**config.mk**
```make
export PLATFORM = sky130hd
export DESIGN_NAME = bpcl_loader
export DESIGN_NICKNAME = d
export VERILOG_FILES = /design/src/hw/bpcl_pkg.sv /design/src/hw/bpcl_loader.sv
export SDC_FILE = /design/constraint.sdc
export NUM_CORES = 1
export LEC_CHECK = 0
export BUFFER_PORTS_ARGS = -buffer_cell sky130_fd_sc_hd__buf_2
export CELL_PAD_IN_SITES_DETAIL_PLACEMENT = 1
export CELL_PAD_IN_SITES_GLOBAL_PLACEMENT = 1
export CORE_MARGIN = 3
export CORE_UTILIZATION = 50
export CTS_CLUSTER_SIZE = 40
export DETAILED_ROUTE_END_ITERATION = 10
export PLACE_DENSITY = 0.83
export SETUP_SLACK_MARGIN = 0.05
export SLEW_MARGIN = 15
export SYNTH_ARGS = -nofsm -noshare
export SYNTH_HDL_FRONTEND = slang
export SYNTH_SLANG_ARGS = --single-unit
```
**constraint.sdc**
```tcl
create_clock -name sys_clk_i -period 5.8 [get_ports sys_clk_i]
set_clock_uncertainty 0.05 [all_clocks]
set_input_delay 1.16 -clock sys_clk_i [delete_from_list [all_inputs] [get_ports sys_clk_i]]
set_output_delay 1.16 -clock sys_clk_i [all_outputs]
set_load 0.1 [all_outputs]
```
**src/hw/bpcl_pkg.sv**
```systemverilog
`default_nettype none
package bpcl_pkg;

  // clock rate and printed figures
  localparam int unsigned CLK_HZ        = 25_000_000;
  localparam int unsigned CLK_PER_MS    = CLK_HZ / 1000;
  localparam int unsigned FLASH_TIME_MS = 3000;
  localparam int unsigned BLINK_HALF_MS = 250;
  localparam int unsigned FLASH_CYC     = FLASH_TIME_MS * CLK_PER_MS;
  localparam int unsigned BLINK_CYC     = BLINK_HALF_MS * CLK_PER_MS;

  // cycles after reset before card pins are trusted (sync depth + 1)
  localparam logic [1:0] SETTLE_LAST = 2'h2;

  localparam int unsigned CNT_W = 32;

  typedef enum logic [1:0] {
    BPCL_CARD_EMPTY    = 2'h0,
    BPCL_CARD_PROGRAM  = 2'h1,
    BPCL_CARD_TRANSFER = 2'h2
  } bpcl_card_e;

  // gray along the usual startup path
  typedef enum logic [3:0] {
    ST_SETTLE      = 4'h0,
    ST_EVAL        = 4'h1,
    ST_COPY_OUT    = 4'h3,
    ST_ERASE       = 4'h2,
    ST_HALT_ERASED = 4'h6,
    ST_COPY_IN     = 4'h7,
    ST_HALT_XFER   = 4'h5,
    ST_RUN_STORE   = 4'h4,
    ST_RUN_CARD    = 4'hc,
    ST_EMPTY_FLASH = 4'hd,
    ST_NO_PROG     = 4'hf
  } bpcl_state_e;

  typedef struct packed {
    logic stopped_led;
    logic maintenance_indicator;
    logic run_from_store;
    logic run_from_card;
    logic erase_req;
    logic copy_to_card_req;
    logic copy_to_store_req;
  } bpcl_out_s;

endpackage
`default_nettype wire
```
**src/hw/bpcl_loader.sv**
```systemverilog
`timescale 1ns/1ps
`default_nettype none
module bpcl_loader
  import bpcl_pkg::*;
#(
  parameter int unsigned FLASH_CYCLES = FLASH_CYC,
  parameter int unsigned BLINK_CYCLES = BLINK_CYC
) (
  input  wire logic       sys_clk_i,
  input  wire logic       srst_i,
  input  wire logic       card_present_i,
  input  wire logic [1:0] card_kind_i,
  input  wire logic       mem_reset_cmd_i,
  input  wire logic       store_has_prog_i,
  input  wire logic       store_op_done_i,
  output logic            stopped_led_o,
  output logic            maintenance_indicator_o,
  output logic            run_from_store_o,
  output logic            run_from_card_o,
  output logic            erase_req_o,
  output logic            copy_to_card_req_o,
  output logic            copy_to_store_req_o
);

  typedef struct packed {
    logic             card_s1;
    logic             card_s2;
    logic [1:0]       kind_s1;
    logic [1:0]       kind_s2;
    logic             cmd_s1;
    logic             cmd_s2;
    logic             cmd_s3;
    bpcl_state_e      state;
    logic [1:0]       settle;
    logic [CNT_W-1:0] timer;
    logic [CNT_W-1:0] blink_cnt;
    logic             blink;
    bpcl_out_s        outs;
  } bpcl_regs_s;

  bpcl_regs_s r;
  bpcl_regs_s next_r;
  logic       cmd_pulse;

  // outputs follow the state being entered, so every pin is a flop
  function automatic bpcl_out_s out_for(input bpcl_state_e st, input logic blk);
    bpcl_out_s o;
    o = '0;
    case (st)
      ST_HALT_ERASED, ST_EMPTY_FLASH: begin
        o.stopped_led           = blk;
        o.maintenance_indicator = blk;
      end
      ST_HALT_XFER: begin
        o.stopped_led           = 1'b1;
        o.maintenance_indicator = blk;
      end
      ST_RUN_STORE: o.run_from_store = 1'b1;
      ST_RUN_CARD:  o.run_from_card  = 1'b1;
      ST_ERASE: begin
        o.stopped_led = 1'b1;
        o.erase_req   = 1'b1;
      end
      ST_COPY_OUT: begin
        o.stopped_led      = 1'b1;
        o.copy_to_card_req = 1'b1;
      end
      ST_COPY_IN: begin
        o.stopped_led       = 1'b1;
        o.copy_to_store_req = 1'b1;
      end
      default: o.stopped_led = 1'b1;
    endcase
    return o;
  endfunction

  function automatic logic kind_is(input logic [1:0] k, input bpcl_card_e want);
    return k == want;
  endfunction

  assign cmd_pulse = r.cmd_s2 & ~r.cmd_s3;

  always_comb begin
    next_r         = r;
    next_r.card_s1 = card_present_i;
    next_r.card_s2 = r.card_s1;
    next_r.kind_s1 = card_kind_i;
    next_r.kind_s2 = r.kind_s1;
    next_r.cmd_s1  = mem_reset_cmd_i;
    next_r.cmd_s2  = r.cmd_s1;
    next_r.cmd_s3  = r.cmd_s2;
    if (r.blink_cnt == CNT_W'(BLINK_CYCLES - 1)) begin
      next_r.blink_cnt = '0;
      next_r.blink     = ~r.blink;
    end else begin
      next_r.blink_cnt = r.blink_cnt + CNT_W'(1);
    end
    case (r.state)
      ST_SETTLE: begin
        next_r.settle = r.settle + 2'h1;
        if (r.settle == SETTLE_LAST) begin
          next_r.state = ST_EVAL;
        end
      end
      ST_EVAL: begin
        next_r.timer = '0;
        if (!r.card_s2) begin
          if (store_has_prog_i) begin
            next_r.state = ST_RUN_STORE;
          end else begin
            next_r.state = ST_EMPTY_FLASH;
          end
        end else if (kind_is(r.kind_s2, BPCL_CARD_PROGRAM)) begin
          next_r.state = store_has_prog_i ? ST_ERASE : ST_RUN_CARD;
        end else if (kind_is(r.kind_s2, BPCL_CARD_TRANSFER)) begin
          next_r.state = store_has_prog_i ? ST_ERASE : ST_COPY_IN;
        end else if (kind_is(r.kind_s2, BPCL_CARD_EMPTY)) begin
          // save store contents to the card first
          next_r.state = store_has_prog_i ? ST_COPY_OUT : ST_NO_PROG;
        end else begin
          next_r.state = ST_NO_PROG;
        end
      end
      ST_COPY_OUT: begin
        // erase only after card copy completes
        if (store_op_done_i) begin
          next_r.state = ST_ERASE;
        end
      end
      ST_ERASE: begin
        if (store_op_done_i) begin
          next_r.state = ST_HALT_ERASED;
        end
      end
      ST_COPY_IN: begin
        if (store_op_done_i) begin
          next_r.state = ST_HALT_XFER;
        end
      end
      ST_RUN_CARD: begin
        // card gone leaves nothing to run
        if (!r.card_s2) begin
          next_r.state = ST_NO_PROG;
        end else if (cmd_pulse) begin
          next_r.state  = ST_SETTLE;
          next_r.settle = '0;
        end
      end
      ST_EMPTY_FLASH: begin
        next_r.timer = r.timer + CNT_W'(1);
        if (r.timer == CNT_W'(FLASH_CYCLES - 1)) begin
          next_r.state = ST_NO_PROG;
        end
      end
      default: begin
        // halts leave only on memory reset
        if (cmd_pulse) begin
          next_r.state  = ST_SETTLE;
          next_r.settle = '0;
        end
      end
    endcase
    next_r.outs = out_for(next_r.state, next_r.blink);
  end

  always_ff @(posedge sys_clk_i) begin
    if (srst_i) begin
      r       <= '0;
      r.state <= ST_SETTLE;
      r.outs  <= out_for(ST_SETTLE, 1'b0);
    end else begin
      r <= next_r;
    end
  end

  assign stopped_led_o           = r.outs.stopped_led;
  assign maintenance_indicator_o = r.outs.maintenance_indicator;
  assign run_from_store_o        = r.outs.run_from_store;
  assign run_from_card_o         = r.outs.run_from_card;
  assign erase_req_o             = r.outs.erase_req;
  assign copy_to_card_req_o      = r.outs.copy_to_card_req;
  assign copy_to_store_req_o     = r.outs.copy_to_store_req;
endmodule
`default_nettype wire

```
==> results of run 1 <==
## cell usage in the layout, fill, tap and decap left out, types with 3 or more instances in the layout
cell,instances
and3_1,18
dfxtp_1,87
o21ai_0,8
nor2b_1,14
nand2b_1,3
nor4_1,10
nor2_1,61
nor3_2,3
a21oi_1,26
or2_0,4
xor2_1,22
nand4b_1,7
or3_1,6
xnor2_1,11
nor3_1,8
mux2_1,3
o211ai_1,5
nor4b_1,3
and4_1,7
inv_6,4
buf_2,14
clkbuf_8,10
nand3_1,33
nand4_1,13
o31ai_1,5
a211oi_1,3
ha_1,3
inv_1,6
nand2_1,29
a31oi_1,6
## power by group through the flow
stage / combinational [uW] / sequential (uW) / clock, uW
after global placement: 223 / 653 / 0
after floorplan: 165 / 684 / 0
final: 240 / 642 / 451
after CTS: 238 / 641 / 465
after detailed placement: 235 / 654 / 0
after global routing: 262 / 646 / 490
## metal layers
metal  routed length, um  share of wire
met5                   0              0
met4                 142          0.015
met3                 194          0.021
met2                4862           0.52
met1                4194           0.45
## layout make-up
cell class	instances	area (sq um)	area share
well taps	102	127.6	0.02914
inverters	6	22.52	0.005143
repair buffers	14	70.07	0.01600
multi-input cells	349	2206	0.5037
clock buffers	10	137.6	0.03143
flip-flops and latches	87	1742	0.3977
clock inverters	6	73.82	0.01686
## worst max-delay path, cell delays in order (launching register included)
cell and delay (ns):
dfxtp_1 0.58, and4b_1 0.54, and3_1 0.32, nor3b_4 0.42, nand4_1 0.17, or2_0 0.22, a21oi_1 0.15
## state kept, by name, indices dropped and copies added, names as in the netlist
| register | cells |
|---|---|
| r | 75 |
| next_r | 5 |
| copy_to_card_req_o | 1 |
| copy_to_store_req_o | 1 |
| erase_req_o | 1 |
| maintenance_indicator_o | 1 |
| run_from_card_o | 1 |
| run_from_store_o | 1 |
| stopped_led_o | 1 |
## kinds of logic (layout without fill, tap and decap cells)
group,after synthesis,count (layout),share of synthesized area
AND/OR/NAND/NOR,239,239,0.3286
multiplexers,8,8,0.02234
flip-flops,87,87,0.4259
AO/OA/AOI/OAI,66,66,0.1086
adder cells (fa/ha/maj),3,3,0.009181
buffers and inverters,29,36,0.03458
XOR/XNOR,33,33,0.07068
## per-stage QoR
step / instances / area [sq um]
after floorplan: 465 / 4089
after global placement: 558 / 4168
after detailed placement: 558 / 4168
after CTS: 574 / 4379
after global routing: 574 / 4379
final: 574 / 4379
## path summary, 6_finish.rpt
| check | start | endpoint | slack (ns) | cells after the start |
|---|---|---|---|---|
| setup / recovery | r[77]$_SDFF_PP0_ | r[63]$_SDFFE_PP0P_ | 3.25 | 6 |
| hold reg to reg | next_r[81]$_SDFF_PP0_ | r[81]$_SDFF_PP0_ | 0.40 | 1 |
| hold / removal | next_r[81]$_SDFF_PP0_ | r[81]$_SDFF_PP0_ | 0.40 | 1 |
| setup reg to reg | r[77]$_SDFF_PP0_ | r[63]$_SDFFE_PP0P_ | 3.25 | 6 |
==> out/qor.csv, run 1 <==
metric,value,unit
grt_remaining_overflow,0,
grtUsageTotal,0.2144,
start_kind,flip-flop,
yosysMostFrequentCell,dfxtp_1,
netlist_instances,465,
htree_levels,3,
gp_congestion,0.8002,
status,completed,
root_buffer,clkbuf_8,
critPathRequiredTime,6.02,ns
ant_nets,0,
synth_area_per_cell,8.793,sq um
period_minus_slack,2.549,ns
busiest_layer,met2,
cts_inserted_buffers,9,
drcViolationCount,0,
fill_cells,943,
wirelength,9.394,mm
irDropWorstVdd,0.1156,mV
p_clk_frac,0.338,
initial_core_util,0.5210,
grt_pass1_wl,15.52,mm
p_leak,0.001593,uW
finalHoldViolCount,0,
rows,32,
syn-cell-area,4089,sq um
finalPower,1333,uW
ys_warn_count,0,
clock_latency,0.36,ns
ys_seq_elements,87,
die_h,96.43,um
clock_path_buffers,2,
p_int,911.2,uW
p_comb_frac,0.180,
hold_buffers,0,
yosysSeqAreaShare,0.4259,
hp-class,flip-flop to flip-flop,
fin_util,0.5580,
die_width,96.43,um
tightest_slew,0.9753,ns
io_pins,15,
setup-violations-final,0,
dpl_worst_slack,2.927,ns
grtUsageMet1,0.2582,
max_slew_margin,0.3498,
core,7848,sq um
critPathCaptureType,flip-flop,
cts_sinks,87,
fin_crit_sh,0.4395,
hold_ws,0.3995,ns
syn-num-nets,476,
synthTopCellsByArea,"dfxtp_1 (43%), nor2_1 (5.6%), xor2_1 (4.7%), nand3_1 (4.0%), a21oi_1 (3.2%)",
yosysTopAreaCellShare,0.4259,
p_switching,421.7,uW
layout_setup_ws,3.251,ns
met3_usage,0.04493,
tritoncts,built,
rsz0062_at_grt,no,
crit_fanout,12,
yosys.area.top_type,dfxtp_1,
ys_async_sr_fraction,0,
netlist_top_cells_count,"dfxtp_1 (87), nor2_1 (61), nand3_1 (33)",
drive_gt1_frac,0.1038,
antennaDiodeCount,0,
fin_nets,478,
drt_iter0_drc,128,
synth-edff-count,0,
drt_pass1_iterations,4,
dp_hpwl,6.357,mm
maxCapViolations,0,
synth-main-ff-cell,dfxtp_1,
grt_start_max_net_pins,57,
cts.clk_slew.worst_paths,0.09,ns
numPortBuffers,14,
tns,0,ns
antenna_found_initial,0,
syn2layout_area_growth,7.099,%
vias,3368,
use_met2,0.3801,
wire_per_inst,16.37,um
swShare,0.3164,
arrival,2.77,ns
critical_path_class,flip-flop to flip-flop,
cts_resized,0,
slew_viol_final,0,
viasPerCell,5.868,
p_seq_frac,0.482,
grt_pass1_vias,3340,
synthDistinctLibCells,61,
dieArea,9299,sq um
fmax,392.3,MHz
powerDensity,304.4,nW/um^2
cts_setup_buffers,0,
Power figures use the tool's default switching activity.
==> run 2: changes to the inputs <==
Settings changed: CORE_UTILIZATION 50 to 43, PLACE_DENSITY 0.83 to 0.76.
Clock period 5.8 ns to 2.25 ns, I/O delays scaled along.
==> out/qor.csv, run 2 (synthesis gave the netlist of run 1 again) <==
metric,value,unit,change
status,completed,,
p_clk_frac,0.328,,-0.010
p_switching,1085,uW,+160%
fin_nets,501,,+4.8%
grt_remaining_overflow,0,,unchanged
irDropWorstVdd,0.4316,mV,+270%
final_common_cell,dfxtp_1,,
cts.clk_slew.worst_paths,0.09,ns,about the same
setup-violations-final,0,,unchanged
p_comb_frac,0.190,,+0.010
fmax,476.5,MHz,+21%
grt_pass1_wl,17.13,mm,+10%
critPathCaptureType,flip-flop,,
swShare,0.3165,,about the same
period_minus_slack,2.099,ns,-0.4504 ns
drt_pass1_iterations,4,,unchanged
grtUsageTotal,0.1882,,-0.02622
grt_pass1_vias,3535,,+5.8%
hold_ws,0.2538,ns,-0.1457 ns
initial_core_util,0.4555,,-0.06551
max_slew_margin,0.5729,,+0.2231
tightest_slew,0.6382,ns,-0.3371 ns
gp_congestion,0.7673,,-4.1%
crit_fanout,7,,-5
powerDensity,743.8,nW/um^2,+140%
drive_gt1_frac,0.1636,,+0.05982
start_kind,flip-flop,,
fill_cells,1067,,+13%
critical_path_class,flip-flop to flip-flop,,
p_leak,0.001717,uW,+7.8%
clock_path_buffers,2,,unchanged
critPathRequiredTime,2.49,ns,-3.53 ns
hp-class,primary input to flip-flop,,
htree_levels,3,,unchanged
die_width,103.5,um,+7.3%
core,8976,sq um,+14%
dp_hpwl,7.035,mm,+11%
antennaDiodeCount,0,,unchanged
dieArea,10720,sq um,+15%
clock_latency,0.36,ns,about the same
largest_register,r,,
numPortBuffers,14,,unchanged
finalHoldViolCount,0,,unchanged
vias,3492,,+3.7%
mostFrequentLayoutCells,"dfxtp_1 (83), nor2_1 (61), nand3_1 (33), nand2_1 (29), a21oi_1 (26)",,
die_h,103.5,um,+7.3%
drt_iter0_drc,143,,+12%
cts_setup_buffers,0,,unchanged
maxCapViolations,0,,unchanged
slew_viol_final,0,,unchanged
syn2layout_area_growth,12.70,%,
io_pins,15,,unchanged
wire_per_inst,15.87,um,-3.0%
antenna_found_initial,0,,unchanged
tns,0,ns,unchanged
cts_inserted_buffers,9,,unchanged
root_buffer,clkbuf_8,,
viasPerCell,5.623,,-4.2%
drcViolationCount,0,,unchanged
wirelength,9.856,mm,+4.9%
fin_crit_sh,0.9327,,+0.4932
p_int,2343,uW,+160%
tritoncts,built,,
cts_sinks,87,,unchanged
rows,34,,+6.3%
arrival,2.34,ns,-0.43 ns
ant_nets,0,,unchanged
p_seq_frac,0.483,,about the same
largest_reg_flops,75,,unchanged
rsz0062_at_grt,yes,,
grt_start_max_net_pins,33,,-42%
[run 2: repair_timing]
action	4_1_cts	5_1_grt
hold buffers	0	0
pin swaps	1	2
setup endpoints to repair	1	17
hold endpoints to repair	0	0
resized for setup	2	7
[run 2: worst paths after layout]
path,start,slack (ns),cells past startpoint,endpoint
worst min-delay path,card_kind_i[1],0.25,2,next_r[82]$_SDFF_PP0_
worst min register to register,next_r[79]$_SDFF_PP0_,0.40,1,next_r[78]$_SDFF_PP0_
worst max register to register,next_r[78]$_SDFF_PP0_,0.15,7,maintenance_indicator_o$_SDFF_PP0_
worst max-delay path,next_r[78]$_SDFF_PP0_,0.15,7,maintenance_indicator_o$_SDFF_PP0_
[run 2: power groups by stage]
stage	logic, uW	registers [uW]	clock network [uW]
2_1_floorplan	426	1760	0
3_3_place_gp	611	1680	0
3_5_place_dp	635	1690	0
4_1_cts	646	1650	1160
5_1_grt	708	1660	1230
6_report	650	1650	1120
[run 2: critical path, stage by stage (launching register included)]
cell and delay, ns:
dfxtp_1 0.33, nor2b_2 0.22, buf_4 0.16, o21ai_1 0.07
a222oi_1 0.54, o31ai_4 0.21, mux2_4 0.34, nor3_2 0.10
[run 2: routing by layer]
metal	track usage	routed length, um
met5	0	0
met4	0.05698	124
met3	0.03109	249
met2	0.3103	4630
met1	0.2538	4853
[run 2: per-stage QoR]
| stage | util | power [uW] | setup slack, ns | cell area [sq um] | std cells |
|---|---|---|---|---|---|
| after floorplan | - | 2189 | 0.2907 | 4089 | 465 |
| after global placement | 0.4883 | 2291 | 0.1273 | 4383 | 605 |
| after detailed placement | 0.4883 | 2322 | 0.05175 | 4383 | 605 |
| after CTS | 0.5113 | 3457 | 0.07258 | 4589 | 621 |
| after global routing | 0.5134 | 3600 | 0.01073 | 4608 | 621 |
| final | 0.5134 | 3428 | 0.1515 | 4608 | 621 |
[run 2: layout make-up]
type / count / area [sq um] / area share
Inverter: 6 / 22.52 / 0.004887
Clock buffer: 9 / 123.9 / 0.02688
Tap cell: 126 / 157.7 / 0.03421
Sequential cell: 87 / 1747 / 0.3790
Multi-Input combinational cell: 349 / 2223 / 0.4825
Clock inverter: 7 / 78.83 / 0.01711
Timing Repair Buffer: 37 / 255.2 / 0.05539
